$ cat src/verilog/sdi_pkg.sv
`default_nettype none

package sdi_pkg;
    localparam int NB = 4;
    localparam int AW = 13;
    localparam int AP_BIT = 10;
    localparam int MR_BL_LSB = 0;
    localparam int CNT_W = 6;
    localparam int CL_DEF = 2;
    localparam int BL_DEF = 4;
    localparam int CLK_NS = 4;
    localparam int T_RCD_NS = 20;
    localparam int T_RP_NS = 20;
    localparam int T_WR_NS = 15;
    localparam int T_XSR_NS = 75;
    // Least times, so each rounds up to whole clock cycles.
    localparam int RCD_CYC = (T_RCD_NS + CLK_NS - 1) / CLK_NS;
    localparam int RP_CYC = (T_RP_NS + CLK_NS - 1) / CLK_NS;
    localparam int WR_CYC = (T_WR_NS + CLK_NS - 1) / CLK_NS;
    localparam int XSR_CYC = (T_XSR_NS + CLK_NS - 1) / CLK_NS;

    typedef enum logic [3:0] {
        BK_IDLE = 4'h0,
        BK_ACTV = 4'h1,
        BK_ACTIVE = 4'h2,
        BK_RD = 4'h3,
        BK_WR = 4'h4,
        BK_RD_AP = 4'h5,
        BK_WR_AP = 4'h6,
        BK_PRE = 4'h7
    } sdi_bank_st_t;

    typedef enum logic [2:0] {
        SDI_NOP = 3'h0,
        SDI_ACT = 3'h1,
        SDI_RD = 3'h2,
        SDI_WR = 3'h3,
        SDI_PRE = 3'h4,
        SDI_BST = 3'h5,
        SDI_REF = 3'h6,
        SDI_LMR = 3'h7
    } sdi_op_t;

    typedef struct packed {
        logic cs_n;
        logic ras_n;
        logic cas_n;
        logic we_n;
        logic [1:0] ba;
        logic [AW-1:0] addr;
    } sdi_cmd_t;
endpackage

`default_nettype wire

$ cat src/verilog/sdi_bank_ctrl.sv
`timescale 1ns/1ns
`default_nettype none

module sdi_fifo #(parameter int W = 8, parameter int D = 4) (
    // Clock and reset
    input wire logic clk,
    input wire logic rst,
    // Fill side
    input wire logic in_valid,
    output logic in_ready,
    input wire logic [W-1:0] in_data,
    // Drain side
    output logic out_valid,
    input wire logic out_ready,
    output logic [W-1:0] out_data
);
    localparam int PW = $clog2(D);
    logic [W-1:0] mem_q [D];
    logic [PW-1:0] rp_q, rp_d, wp_q, wp_d;
    logic [PW:0] n_q, n_d;
    logic push, pop;

    if (D < 2 || (D & (D - 1)) != 0) begin : g_chk
        $error("FIFO depth must be a power of two of at least two.");
    end

    assign in_ready = n_q != (PW + 1)'(D);
    assign out_valid = n_q != '0;
    assign out_data = mem_q[rp_q];
    assign push = in_valid && in_ready;
    assign pop = out_valid && out_ready;

    always_comb begin
        rp_d = rp_q + PW'(pop);
        wp_d = wp_q + PW'(push);
        n_d = n_q + (PW + 1)'(push) - (PW + 1)'(pop);
    end

    always_ff @(posedge clk) begin
        if (rst) begin
            rp_q <= '0;
            wp_q <= '0;
            n_q <= '0;
        end else begin
            rp_q <= rp_d;
            wp_q <= wp_d;
            n_q <= n_d;
        end
        if (push) begin
            mem_q[wp_q] <= in_data;
        end
    end
endmodule // sdi_fifo

// Overview of operation
// - Chip select high: inhibit, operations continue
// - NOP leaves every bank untouched
// - Idle bank n never restricts bank m
// - Burst terminate hits only the running burst
// - Auto precharge choice never changes permissions
// - Cut auto-precharge burst precharges by itself
// - Precharge to m keeps n's burst
// - Read cuts read, data one latency later
// - Write cuts read at once; DQM lead
// - Read ends write; last data before
// - Write ends write; last data before
// - Read cuts AP read, precharge starts now
// - Write cuts AP read, precharge starts now
// - Read cuts AP write, recovery then precharge
// - Write cuts AP write, recovery then precharge
// - Commands only with clock enable held high
// - AP state lasts until precharge time met
// - Decode commands from strobe levels
module sdi_bank_ctrl #(
    parameter int CL = sdi_pkg::CL_DEF,
    parameter int DW = 16,
    parameter int MCW = 4,
    parameter int FD = 4
) (
    // Clock and reset
    input wire logic clk,
    input wire logic rst,
    // Command pins
    input wire logic cke,
    input wire sdi_pkg::sdi_cmd_t cmd,
    // Data pins
    input wire logic [DW-1:0] dq_i,
    input wire logic dqm,
    output logic [DW-1:0] dq_o,
    output logic dq_oe,
    // Status
    output logic wbuf_ready,
    output logic illegal_cmd,
    output logic self_refresh,
    output var sdi_pkg::sdi_bank_st_t [sdi_pkg::NB-1:0] bank_state
);
    import sdi_pkg::*;
    localparam int CLP = CL;
    localparam int MA = 2 + MCW;

    if (CL < 1 || CL > 3 || MCW < 1 || MCW > AP_BIT || FD < 2 ||
        WR_CYC + RP_CYC >= 2 ** CNT_W || XSR_CYC >= 2 ** CNT_W)
    begin : g_chk
        $error("Unsupported latency, column width or timing.");
    end

    logic cke_q, srf_q, srf_d, ill_q;
    logic [CNT_W-1:0] xsr_q, xsr_d;
    sdi_op_t op;
    logic ap, cmd_ok, legal, all_idle, new_rd, new_wr;
    logic [1:0] bk;
    sdi_bank_st_t st_q [NB];
    sdi_bank_st_t st_d [NB];
    sdi_bank_st_t eff [NB];
    logic [CNT_W-1:0] cnt_q [NB];
    logic [CNT_W-1:0] cnt_d [NB];
    logic [NB-1:0] apg_q, apg_d, pre_ok;
    logic bur_on_q, bur_on_d, bur_rd_q, bur_rd_d;
    logic [1:0] bur_bk_q, bur_bk_d;
    logic [MCW-1:0] bur_col_q, bur_col_d;
    logic [3:0] bur_left_q, bur_left_d, bl_q, bl_d;
    logic iss, iss_rd, end_ev;
    logic [MA-1:0] iss_addr;
    logic [CL-1:0] pv_q, pv_d;
    logic [DW-1:0] pd_q [CL];
    logic [DW-1:0] pd_d [CL];
    logic [DW-1:0] dmem [2 ** MA];
    logic fin_v, fo_v, fo_rdy;
    logic [MA+DW-1:0] fo_data;
    logic [1:0] since_wr_q, since_wr_d;

    assign ap = cmd.addr[AP_BIT];
    assign bk = cmd.ba;
    assign new_rd = op == SDI_RD && legal;
    assign new_wr = op == SDI_WR && legal;
    // Pins are launched on this same clock, so they are sampled directly.
    assign dq_o = pd_q[CL-1];
    assign dq_oe = pv_q[CL-1];
    assign illegal_cmd = ill_q;
    assign self_refresh = srf_q;

    always_comb begin
        cmd_ok = cke_q && cke && !srf_q && xsr_q == '0;
        op = SDI_NOP;
        if (cmd_ok && !cmd.cs_n) begin
            case ({cmd.ras_n, cmd.cas_n, cmd.we_n})
                3'h3: op = SDI_ACT;
                3'h5: op = SDI_RD;
                3'h4: op = SDI_WR;
                3'h2: op = SDI_PRE;
                3'h6: op = SDI_BST;
                3'h1: op = SDI_REF;
                3'h0: op = SDI_LMR;
                default: op = SDI_NOP;
            endcase
        end
    end

    // A bank whose timer ran out is treated as having moved on.
    always_comb begin
        all_idle = 1'b1;
        for (int b = 0; b < NB; b++) begin
            eff[b] = st_q[b];
            if (cnt_q[b] == '0 && st_q[b] == BK_ACTV) begin
                eff[b] = BK_ACTIVE;
            end
            if (cnt_q[b] == '0 && (st_q[b] == BK_PRE || apg_q[b])) begin
                eff[b] = BK_IDLE;
            end
            pre_ok[b] = eff[b] inside {BK_IDLE, BK_ACTIVE, BK_RD, BK_WR};
            if (eff[b] != BK_IDLE) begin
                all_idle = 1'b0;
            end
            bank_state[b] = st_q[b];
        end
    end

    // Activate, read, write and single-bank precharge look at the target bank only; precharge-all, refresh and mode load check every bank.
    always_comb begin
        case (op)
            SDI_ACT: legal = eff[bk] == BK_IDLE;
            SDI_RD, SDI_WR: legal = pre_ok[bk] && eff[bk] != BK_IDLE;
            SDI_PRE: legal = ap ? &pre_ok : pre_ok[bk];
            SDI_BST: legal = bur_on_q &&
                (st_q[bur_bk_q] inside {BK_RD, BK_WR});
            SDI_REF, SDI_LMR: legal = all_idle;
            default: legal = 1'b1;
        endcase
    end

    always_comb begin
        bur_on_d = bur_on_q;
        bur_rd_d = bur_rd_q;
        bur_bk_d = bur_bk_q;
        bur_col_d = bur_col_q;
        bur_left_d = bur_left_q;
        bl_d = bl_q;
        iss = 1'b0;
        iss_rd = bur_rd_q;
        iss_addr = {bur_bk_q, bur_col_q};
        end_ev = 1'b0;
        if (op == SDI_LMR && legal) begin
            bl_d = 4'h1 << cmd.addr[MR_BL_LSB +: 2];
        end
        if (new_rd || new_wr) begin
            end_ev = bur_on_q;
            iss = 1'b1;
            iss_rd = new_rd;
            iss_addr = {bk, cmd.addr[MCW-1:0]};
            bur_rd_d = new_rd;
            bur_bk_d = bk;
            bur_col_d = cmd.addr[MCW-1:0] + MCW'(1);
            bur_left_d = bl_q - 4'h1;
            bur_on_d = bl_q != 4'h1;
        end else if (bur_on_q && (op == SDI_BST || (op == SDI_PRE &&
                     legal && (ap || bk == bur_bk_q)))) begin
            bur_on_d = 1'b0;
            end_ev = 1'b1;
        end else if (bur_on_q) begin
            iss = 1'b1;
            bur_col_d = bur_col_q + MCW'(1);
            bur_left_d = bur_left_q - 4'h1;
            bur_on_d = bur_left_q != 4'h1;
            end_ev = bur_left_q == 4'h1;
        end
    end

    // Write data is taken at the edge it arrives; the edge of an
    // interrupting command belongs to the new burst.
    assign fin_v = iss && !iss_rd && !dqm;
    // Single memory port: reads win, so queued writes wait in the FIFO.
    // A read of a word still queued returns the older contents.
    assign fo_rdy = !(iss && iss_rd);

    always_comb begin
        for (int i = 0; i < CL; i++) begin
            if (i == 0) begin
                pv_d[i] = iss && iss_rd;
                pd_d[i] = dmem[iss_addr];
            end else begin
                pv_d[i] = pv_q[i-1];
                pd_d[i] = pd_q[i-1];
            end
        end
        if (new_wr) begin
            pv_d = '0;
        end
        since_wr_d = new_wr ? 2'h0 :
            (since_wr_q == 2'h3 ? 2'h3 : since_wr_q + 2'h1);
    end

    always_comb begin
        for (int b = 0; b < NB; b++) begin
            st_d[b] = eff[b];
            cnt_d[b] = cnt_q[b] == '0 ? '0 : cnt_q[b] - CNT_W'(1);
            apg_d[b] = apg_q[b] && eff[b] != BK_IDLE;
            if (end_ev && bur_bk_q == 2'(b)) begin
                if (st_q[b] inside {BK_RD, BK_WR}) begin
                    st_d[b] = BK_ACTIVE;
                end else begin
                    apg_d[b] = 1'b1;
                    cnt_d[b] = st_q[b] == BK_RD_AP ? CNT_W'(RP_CYC - 1) :
                        CNT_W'(WR_CYC + RP_CYC - 1);
                end
            end
            if (legal && bk == 2'(b)) begin
                case (op)
                    SDI_ACT: begin
                        st_d[b] = BK_ACTV;
                        cnt_d[b] = CNT_W'(RCD_CYC - 1);
                    end
                    SDI_RD, SDI_WR: begin
                        apg_d[b] = ap && bl_q == 4'h1;
                        cnt_d[b] = op == SDI_RD ? CNT_W'(RP_CYC - 1) :
                            CNT_W'(WR_CYC + RP_CYC - 1);
                        if (ap) begin
                            st_d[b] = op == SDI_RD ? BK_RD_AP : BK_WR_AP;
                        end else if (bl_q == 4'h1) begin
                            st_d[b] = BK_ACTIVE;
                        end else begin
                            st_d[b] = op == SDI_RD ? BK_RD : BK_WR;
                        end
                    end
                    default: begin
                    end
                endcase
            end
            if (legal && op == SDI_PRE && (ap || bk == 2'(b)) &&
                eff[b] != BK_IDLE) begin
                st_d[b] = BK_PRE;
                cnt_d[b] = CNT_W'(RP_CYC - 1);
                apg_d[b] = 1'b0;
            end
        end
    end

    // Clock suspend and power-down only mask commands here; bursts run on.
    always_comb begin
        srf_d = srf_q;
        xsr_d = xsr_q == '0 ? '0 : xsr_q - CNT_W'(1);
        if (!srf_q && cke_q && !cke && !cmd.cs_n && all_idle &&
            {cmd.ras_n, cmd.cas_n, cmd.we_n} == 3'h1) begin
            srf_d = 1'b1;
        end
        if (srf_q && cke) begin
            srf_d = 1'b0;
            xsr_d = CNT_W'(XSR_CYC);
        end
    end

    sdi_fifo #(.W(MA + DW), .D(FD)) u_wbuf (
        .clk(clk),
        .rst(rst),
        .in_valid(fin_v),
        .in_ready(wbuf_ready),
        .in_data({iss_addr, dq_i}),
        .out_valid(fo_v),
        .out_ready(fo_rdy),
        .out_data(fo_data)
    );

    always_ff @(posedge clk) begin
        if (fo_v && fo_rdy) begin
            dmem[fo_data[MA+DW-1:DW]] <= fo_data[DW-1:0];
        end
        pd_q <= pd_d;
    end

    always_ff @(posedge clk) begin
        if (rst) begin
            cke_q <= 1'b0;
            srf_q <= 1'b0;
            xsr_q <= '0;
            ill_q <= 1'b0;
            apg_q <= '0;
            bur_on_q <= 1'b0;
            bur_rd_q <= 1'b0;
            bur_bk_q <= 2'h0;
            bur_col_q <= '0;
            bur_left_q <= 4'h0;
            bl_q <= 4'(BL_DEF);
            pv_q <= '0;
            since_wr_q <= 2'h3;
            for (int b = 0; b < NB; b++) begin
                st_q[b] <= BK_IDLE;
                cnt_q[b] <= '0;
            end
        end else begin
            cke_q <= cke;
            srf_q <= srf_d;
            xsr_q <= xsr_d;
            ill_q <= op != SDI_NOP && !legal;
            apg_q <= apg_d;
            bur_on_q <= bur_on_d;
            bur_rd_q <= bur_rd_d;
            bur_bk_q <= bur_bk_d;
            bur_col_q <= bur_col_d;
            bur_left_q <= bur_left_d;
            bl_q <= bl_d;
            pv_q <= pv_d;
            since_wr_q <= since_wr_d;
            st_q <= st_d;
            cnt_q <= cnt_d;
        end
    end

    property p_inhibit;
        @(posedge clk) disable iff (rst)
        cmd.cs_n && st_q[0] == BK_ACTIVE |=> st_q[0] == BK_ACTIVE;
    endproperty
    a_inhibit: assert property (p_inhibit)
        else $error("Inhibited edge changed an active bank.");

    property p_nop;
        @(posedge clk) disable iff (rst)
        op == SDI_NOP && bur_on_q && bur_left_q > 4'h1
        |=> bur_on_q && $stable(bur_bk_q);
    endproperty
    a_nop: assert property (p_nop)
        else $error("No-operation disturbed a running burst.");

    property p_bst;
        @(posedge clk) disable iff (rst)
        op == SDI_BST && legal |=> !bur_on_q &&
            !(st_q[0] inside {BK_RD, BK_WR});
    endproperty
    a_bst: assert property (p_bst)
        else $error("Burst terminate left a burst running.");

    property p_ap_cut;
        @(posedge clk) disable iff (rst)
        bur_on_q && bur_bk_q == 2'h0 && st_q[0] == BK_RD_AP &&
        (new_rd || new_wr) && bk != 2'h0
        |=> apg_q[0] && st_q[0] == BK_RD_AP;
    endproperty
    a_ap_cut: assert property (p_ap_cut)
        else $error("Cut auto-precharge bank did not precharge.");

    property p_pre_m;
        @(posedge clk) disable iff (rst)
        bur_on_q && bur_left_q > 4'h1 && op == SDI_PRE && legal && !ap &&
        bk != bur_bk_q |=> bur_on_q && $stable(bur_bk_q);
    endproperty
    a_pre_m: assert property (p_pre_m)
        else $error("Precharge to another bank stopped the burst.");

    property p_rd_lat;
        @(posedge clk) disable iff (rst)
        iss && iss_rd |-> ##CLP (dq_oe || since_wr_q < 2'(CLP));
    endproperty
    a_rd_lat: assert property (p_rd_lat)
        else $error("Read data missing one latency after issue.");

    property p_wr_cut;
        @(posedge clk) disable iff (rst)
        new_wr |=> !dq_oe;
    endproperty
    a_wr_cut: assert property (p_wr_cut)
        else $error("Read output still driven after write.");

    property p_wr_last;
        @(posedge clk) disable iff (rst)
        bur_on_q && !bur_rd_q && new_rd |-> !fin_v;
    endproperty
    a_wr_last: assert property (p_wr_last)
        else $error("Write data taken on the interrupting read edge.");

    property p_rd_ap_pre;
        @(posedge clk) disable iff (rst)
        bur_on_q && bur_bk_q == 2'h0 && st_q[0] == BK_RD_AP && new_rd &&
        bk != 2'h0 |=> cnt_q[0] == CNT_W'(RP_CYC - 1);
    endproperty
    a_rd_ap_pre: assert property (p_rd_ap_pre)
        else $error("Precharge did not start at the cutting read.");

    property p_wr_ap_rd;
        @(posedge clk) disable iff (rst)
        bur_on_q && bur_bk_q == 2'h0 && st_q[0] == BK_WR_AP && new_rd &&
        bk != 2'h0 |=> cnt_q[0] == CNT_W'(WR_CYC + RP_CYC - 1);
    endproperty
    a_wr_ap_rd: assert property (p_wr_ap_rd)
        else $error("Write recovery not counted from the read.");

    property p_wr_ap_wr;
        @(posedge clk) disable iff (rst)
        bur_on_q && bur_bk_q == 2'h0 && st_q[0] == BK_WR_AP && new_wr &&
        bk != 2'h0 |=> apg_q[0] ##1 cnt_q[0] == CNT_W'(WR_CYC + RP_CYC - 2);
    endproperty
    a_wr_ap_wr: assert property (p_wr_ap_wr)
        else $error("Write recovery not counted from the write.");

    property p_ap_idle;
        @(posedge clk) disable iff (rst)
        apg_q[0] && cnt_q[0] == '0 && !(legal && bk == 2'h0 &&
        op == SDI_ACT) |=> st_q[0] == BK_IDLE;
    endproperty
    a_ap_idle: assert property (p_ap_idle)
        else $error("Bank not idle once precharge time met.");
endmodule // sdi_bank_ctrl

`default_nettype wire

$ cat config.mk
export PLATFORM = sky130hd
export DESIGN_NAME = sdi_bank_ctrl
export DESIGN_NICKNAME = d
export VERILOG_FILES = /design/src/verilog/sdi_pkg.sv /design/src/verilog/sdi_bank_ctrl.sv
export SDC_FILE = /design/constraint.sdc
export NUM_CORES = 2
export LEC_CHECK = 0
export ABC_CLOCK_PERIOD_IN_PS = 6600
export BUFFER_PORTS_ARGS = -buffer_cell sky130_fd_sc_hd__buf_2
export CAP_MARGIN = 10
export CORE_ASPECT_RATIO = 1.5
export CORE_MARGIN = 5
export CORE_UTILIZATION = 45
export DETAILED_ROUTE_END_ITERATION = 8
export HOLD_SLACK_MARGIN = 0.15
export PLACE_DENSITY = 0.62
export SYNTH_ARGS = -nofsm -noshare
export SYNTH_HDL_FRONTEND = slang
export SYNTH_SLANG_ARGS = --single-unit
$ cat constraint.sdc
create_clock -name clk -period 6.6 [get_ports clk]
set_clock_uncertainty 0.05 [all_clocks]
set_input_delay 0 -clock clk [delete_from_list [all_inputs] [get_ports clk]]
set_output_delay 0 -clock clk [all_outputs]
set_load 0.05 [all_outputs]
## Word-level counts from Yosys, hierarchy flattened

Memories as Yosys holds them, arrays and structs flattened. A register that Yosys moved wholly into a read port is not among the register bits.
Cells that the tools add are included.

| storage, ports and cells | value |
|---|---|
| memories kept | 2 |
| flip-flop bits (word level) | 94 |
| memory bits (writable) | 1112 |
| word-level logic and storage cells | 346 |
| input port bits | 39 |

Memories:

| memory | words | bits a word | rd ports | clocked after memory_dff | write ports | RTL line | text |
|---|---|---|---|---|---|---|---|
| dmem | 64 | 16 | 1 | 1 | 1 | sdi_bank_ctrl.sv:127 | `logic [DW-1:0] dmem [2 ** MA];` |
| u_wbuf.mem_q | 4 | 22 | 1 | 1 | 1 | sdi_bank_ctrl.sv:18 | `logic [W-1:0] mem_q [D];` |

| cells by class | value |
|---|---|
| mux-type cells | 117 |
| bitwise gates (word level) | 2 |
| shift operators | 1 |
| $lt $le $gt $ge | 3 |
| add/sub/neg operators | 13 |
| equality and inequality tests | 60 |
| reductions and logical operators | 112 |

Operators with widths:

| cell | number |
|---|---|
| $mux 4 | 35 |
| $mux 6 | 17 |
| $eq 4x3->1 const B | 17 |
| $logic_and 1x1->1 | 53 |
| $eq 4x2->1 const B | 13 |
| $pmux 6 s2 | 4 |
| $mux 1 | 36 |
| $mux 3 | 12 |
| $reduce_bool 4->1 | 9 |
| $pmux 4 s2 | 4 |
| $logic_not 6->1 | 5 |
| $sub 6x1->6 const B | 5 |
| $eq 4x1->1 const B | 6 |
| $eq 3x3->1 const B | 7 |
| $pmux 3 s7 | 1 |
| $logic_not 4->1 | 5 |
| $bmux 4 s2 | 2 |
| $reduce_or 2->1 | 8 |
| $eq 3x2->1 const B | 4 |
| $reduce_bool 2->1 | 6 |
| $logic_or 1x1->1 | 11 |
| $mux 5 | 2 |
| $add 4x1->4 const B | 2 |
| $eq 2x2->1 const B | 4 |
| 24 further kinds | 40 |

## Logic depth before layout (Yosys ltp)

| logic depth | value |
|---|---|
| depth in word-level cells | 21 |
| depth in mapped cells | 19 |

## Cells and area by module

Synthesis repeated with hierarchy kept, for this count alone.

| unflattened totals | value |
|---|---|
| cell total of the unflattened synthesis | 3249 |
| area, all modules | 49573.8 um^2 |

Modules (own cells, without submodules):

| module | area an instance (um^2) | sequential area each (um^2) | times used | cells an instance |
|---|---|---|---|---|
| sdi_bank_ctrl | 46036.7 | 32811.5 | 1 | 3099 |
| sdi_fifo | 3537.1 | 2782.7 | 1 | 150 |

## Worst setup path after synthesis

Ideal clock, no wire load.

| timing path | value |
|---|---|
| path kind | reg2reg |
| start point | register st_q (netlist bit bank_state[1]) |
| end point | memory u_wbuf.mem_q[1][0] (netlist name) (enable) |
| required time | 6117 ps |
| stages on the path, launching flop included | 13 |
| arrival | 4409 ps |
| period minus slack after synthesis | 4892 ps |
| buffers on the path | 3 |
| path slack | 1708 ps |
| setup time | 433 ps |
| cell sequence | dfxtp_1 -> clkbuf_1 -> nand2_1 -> or4_1 -> nand4_1 -> nand4_4 -> nor3_4 -> buf_6 -> buf_4 -> nand2_1 -> o31ai_1 -> nand2_1 -> nor3b_1 |

| on the way | value |
|---|---|
| word-level cells in the longest chain between the ends | 21 |
| elaborated cells between the ends (all ways) | 51 |
| classes of those cells | 7 x eq/ne; 21 x mux; 23 x reduce/logical |

RTL lines:

| element | RTL line | text |
|---|---|---|
| start: declaration | sdi_bank_ctrl.sv:112 | `sdi_bank_st_t st_q [NB];` |
| start signal: assignment | sdi_bank_ctrl.sv:362 | `st_q <= st_d;` |
| $eq 4x1->1 or $eq 4x3->1 (tied branches) | sdi_bank_ctrl.sv:164, sdi_bank_ctrl.sv:167 |  |
| $logic_and 1x1->1 or $logic_or 1x1->1 (tied branches) | sdi_bank_ctrl.sv:164, sdi_bank_ctrl.sv:167 |  |
| $mux 4 or $logic_and 1x1->1 (tied branches) | sdi_bank_ctrl.sv:164, sdi_bank_ctrl.sv:167 |  |
| $mux 4 | sdi_bank_ctrl.sv:167 | `if (cnt_q[b] == '0 && (st_q[b] == BK_PRE \|\| apg_q[b])) begin` |
| $eq 4x2->1 (tied with other cells) | sdi_bank_ctrl.sv:170 | `pre_ok[b] = eff[b] inside {BK_IDLE, BK_ACTIVE, BK_RD, BK_WR};` |
| $reduce_bool 4->1 (tied with other cells) | sdi_bank_ctrl.sv:170 |  |
| $bmux 1 s2 (tied with other cells) | sdi_bank_ctrl.sv:182, sdi_bank_ctrl.sv:183 |  |
| $mux 1 (not written as such) (tied with other cells) | sdi_bank_ctrl.sv:182, sdi_bank_ctrl.sv:183 |  |
| [... 4 more ...] | - |  |
| $logic_or 1x1->1 | sdi_bank_ctrl.sv:215 | `end else if (bur_on_q && (op == SDI_BST \|\| (op == SDI_PRE &&` |
| $logic_and 1x1->1 | sdi_bank_ctrl.sv:215 |  |
| $mux 1 | sdi_bank_ctrl.sv:215 |  |
| $mux 1 | sdi_bank_ctrl.sv:205 | `if (new_rd \|\| new_wr) begin` |
| $logic_and 1x1->1 * (2 in series) | sdi_bank_ctrl.sv:230 | `assign fin_v = iss && !iss_rd && !dqm;` |
| $logic_and 1x1->1 * | sdi_bank_ctrl.sv:30 | `assign push = in_valid && in_ready;` |
| $mux 1 * | sdi_bank_ctrl.sv:49 | `if (push) begin` |
| $mux 1 (not written as such) * | sdi_bank_ctrl.sv:50 | `mem_q[wp_q] <= in_data;` |
| end: declaration | sdi_bank_ctrl.sv:18 |  |

Every way passes the cells marked *; elsewhere a longest branch is shown, timed or not. The select of a mux whose other input is x is not followed.

## Worst setup path in the final report

| timing path | value |
|---|---|
| start point | register xsr_q[0] |
| end point | register pd_q (netlist bit pd_d[6]), read port of dmem |

| on the way | value |
|---|---|
| word-level cells in the longest chain between the ends | 10 |
| elaborated cells between the ends (all ways) | 18 |
| classes of those cells | 7 x eq/ne; 3 x mux; 8 x reduce/logical |

RTL lines:

| element | RTL line | text |
|---|---|---|
| start: declaration | sdi_bank_ctrl.sv:108 | `logic [CNT_W-1:0] xsr_q, xsr_d;` |
| start signal: assignment | sdi_bank_ctrl.sv:351 | `xsr_q <= xsr_d;` |
| $logic_not 6->1 * | sdi_bank_ctrl.sv:143 | `cmd_ok = cke_q && cke && !srf_q && xsr_q == '0;` |
| $logic_and 1x1->1 * | sdi_bank_ctrl.sv:143 |  |
| $logic_and 1x1->1 * | sdi_bank_ctrl.sv:145 | `if (cmd_ok && !cmd.cs_n) begin` |
| $mux 3 * | sdi_bank_ctrl.sv:145 |  |
| $eq 3x3->1 (tied with other cells) | sdi_bank_ctrl.sv:180 | `case (op)` |
| $reduce_or 2->1 | sdi_bank_ctrl.sv:180 |  |
| $pmux 1 s5 | sdi_bank_ctrl.sv:180 |  |
| $logic_and 1x1->1, on equally long branches | sdi_bank_ctrl.sv:134, sdi_bank_ctrl.sv:135 |  |
| $logic_or 1x1->1 * | sdi_bank_ctrl.sv:205 |  |
| $mux 6 * | sdi_bank_ctrl.sv:205 |  |
| end: declaration | sdi_bank_ctrl.sv:125 | `logic [DW-1:0] pd_q [CL];` |

Every way passes the cells marked *; elsewhere a longest branch is shown, timed or not.
A chain may end at the register's enable or synchronous reset.

==> reports/qor.yml <==
status: "finished clean"
grt_max_degree: 144
yosys.area_share.simple: 0.1017
cts_tree: "built"
drtIter0Drc: 3190
ys.warnings.count: 0
wl_met2_um: 70800
drc: 0
synth_compound_area_frac: 0.1022
met1_length_um: 51930
hold_viol: 0
viasPerCell: 6.053
cp_slowest_cell: "nor4_1"
synth_edf_count: 1112
critPathRequiredTime_ps: 7120
critPathMaxFanout: 25
ys_seq_elements: 1222
synth.area.top_cells: "edfxtp_1, dfxtp_1, mux2i_1"
cp-start-kind: "flip-flop"
port_buffers: 66
cts.sinks: 1222
path_class: "reg -> reg"
critPathMaxStageDelay_ps: 960
die_w_um: 281.3
wl_um: 139100
setup_violations: 0
rsz0062_at_grt: "no"
postCtsSetupBuffers: 0
core-area_mm2: 0.1098
crit_family: "simple AND/OR/NAND/NOR gates"
dr_wl_met3_um: 8477
syn_area_per_cell_um2: 14.19
final_util: 0.5156
globalplace.congestion: 0.8781
synth_top_area_cell: "edfxtp_1"
crit_chain: "inv_1 -> ha_1 -> and4bb_2 -> and4b_1 -> nand2_1 -> nor4_1 -> nor2_4 -> buf_4 -> a2111oi_0 -> nor4_1 -> buf_4 -> a211oi_1 -> a2111oi_2"
cts_made_buffers: 111
grtUsageTotal: 0.2321
fmax_mhz: 190.8
ir_worst_vdd_v: 0.0002719
yosysSeqAreaShare: 0.7163
syn_nets: 3557
start_util: 0.4525
clk_pin_slew_ps: 70
yosysTopAreaCellShare: 0.6720
grt-ovfl-total: 0
ys.flop_type: "edfxtp_1"
io_pins: 75
leakagePower_nw: 19.73
finalCritPeriodShare: 0.7943
syn_inst: 3502
htreeDepth: 3
max_cap_violations: 0
worst_slew_pin_slew_ps: 1196
cp.arrival_ps: 5760
nets: 3722
design_area_mm2: 0.05661
row_count: 149
crit_buf_inv: 3
die_h_um: 417.0
finalSetupTns_ps: 0
synthAdderAreaFrac: 0.004180
synthXorXnorAreaFrac: 0.004583
synth.distinct_cells: 78
slew_viol_final: 0
ant_nets: 0
hp-class: "in -> reg"
grt_pass1_vias: 30760
synth_top_family_by_area: "compound AO/OA/AOI/OAI gates"
async_flop_share: 0
clock_path_buffers: 3
dieArea_mm2: 0.1173
wl_per_cell_um: 26.77
relSlewSlack: 0.2026
synthToLayoutAreaGrowth_pct: 13.92
synth_area_mm2: 0.04969
hpwl_um: 80890
clockRootBuffer: "clkbuf_16"
synth_mux_area_frac: 0.04618
vias: 31460
top_layer: "met5"
layout_min_cycle_time_ps: 5242
cp-end-kind: "flip-flop"
grt_antenna_before_repair: 3
power_density_mw_per_mm2: 320.7
synth_top_cells_by_count: "edfxtp_1, nand2_1, a21oi_1"
grt_pass1_wl_um: 202900
first_pass_iters: 5
worst_skew_pair.late_latency_ps: 740
placed_area_mm2: 0.05228
synth.most_common_cell: "edfxtp_1"
postCtsResizedCells: 0
drive_gt1_frac: 0.1371
final cells by class:
class	instances	area, µm²
sequential	1222	35600
inverter	36	147.6
clock buffer	161	3139
clock inverter	48	616.8
antenna	1	2.502
fill	9016	53190
multi-input combinational	2005	13030
tap	1434	1794
timing repair buffer	291	2288
layer usage:
metal	GRT usage	vias to the layer above
met2	0.4054	1159
met3	0.03110	310
li1	-	13980
met1	0.2822	16010
met4	0.1176	2
met5	0	-
metrics by stage:
stage / setup slack [ps] / instances / hold WS [ps] / total power, mW
2_1_floorplan: 1708 / 3502 / 29.31 / 10.76
3_3_place_gp: 1539 / 4931 / 162.3 / 11.60
3_5_place_dp: 1422 / 4931 / 171.0 / 11.65
4_1_cts: 1417 / 5196 / 181.2 / 18.25
5_1_grt: 1025 / 5198 / 223.2 / 18.71
6_report: 1358 / 5198 / 213.9 / 18.15
worst paths after layout:
| kind | start | end | slack, ps | depth (start not counted) |
|---|---|---|---|---|
| max | xsr_q[0] | pd_d[6] | 1360 | 13 |
| min | cmd[1] | bl_q[2] | 210 | 3 |
| max reg2reg | xsr_q[0] | pd_d[6] | 1360 | 13 |
| min reg2reg | pd_d[13] | dq_o[13] | 330 | 0 |
layout by cell type, fill, tap and decap left out, types with 91 or more instances in the layout:
cell type	netlist	layout
a211oi_1	104	103
mux2i_1	164	162
clkbuf_16	0	114
nor2_1	159	158
dfxtp_1	110	109
and3_1	91	91
buf_4	19	158
edfxtp_1	1112	1112
o21ai_0	115	115
a21oi_1	217	217
nand3_1	176	176
nand2_1	344	344
repair_timing:
action	4_1_cts	5_1_grt
hold buffers	56	0
hold endpoints to repair	203	0
endpoints found under the setup margin	0	0
sequential cells by signal, summed over array words and instances, names as in the netlist:
name / cells
bur_rd_q: 1
u_wbuf.mem_q: 88
u_wbuf.n_q: 3
u_wbuf.rp_q: 2
u_wbuf.wp_q: 2
xsr_q: 6
pd_d: 16
bur_col_q: 4
pv_q: 2
bl_q: 4
bank_state: 16
bur_bk_q: 2
cnt_q: 24
self_refresh: 1
apg_q: 4
dq_o: 16
bur_left_q: 4
dmem: 1024
bur_on_q: 1
cke_q: 1
illegal_cmd: 1
report_power, final:
| group | leakage [nW] | internal [mW] | switching [mW] |
|---|---|---|---|
| sequential | 10.9 | 9.41 | 0.121 |
| combinational | 6.98 | 0.475 | 1.51 |
| clock | 1.82 | 3.76 | 2.88 |
kinds of logic after synthesis:
logic type | Yosys count
AOI/OAI and AO/OA | 745
buffers and inverters | 275
and+or+nand+nor | 1024
muxes | 194
DFF | 1222
adders and majority gates | 16
xor gates and xnor gates | 26
tightest hold or removal path, cell delays in order:
cell	delay [ps]
dlygate4sd3_1	520
buf_2	250
a311o_1	190
Note: power is estimated with default switching activity, not from simulation.
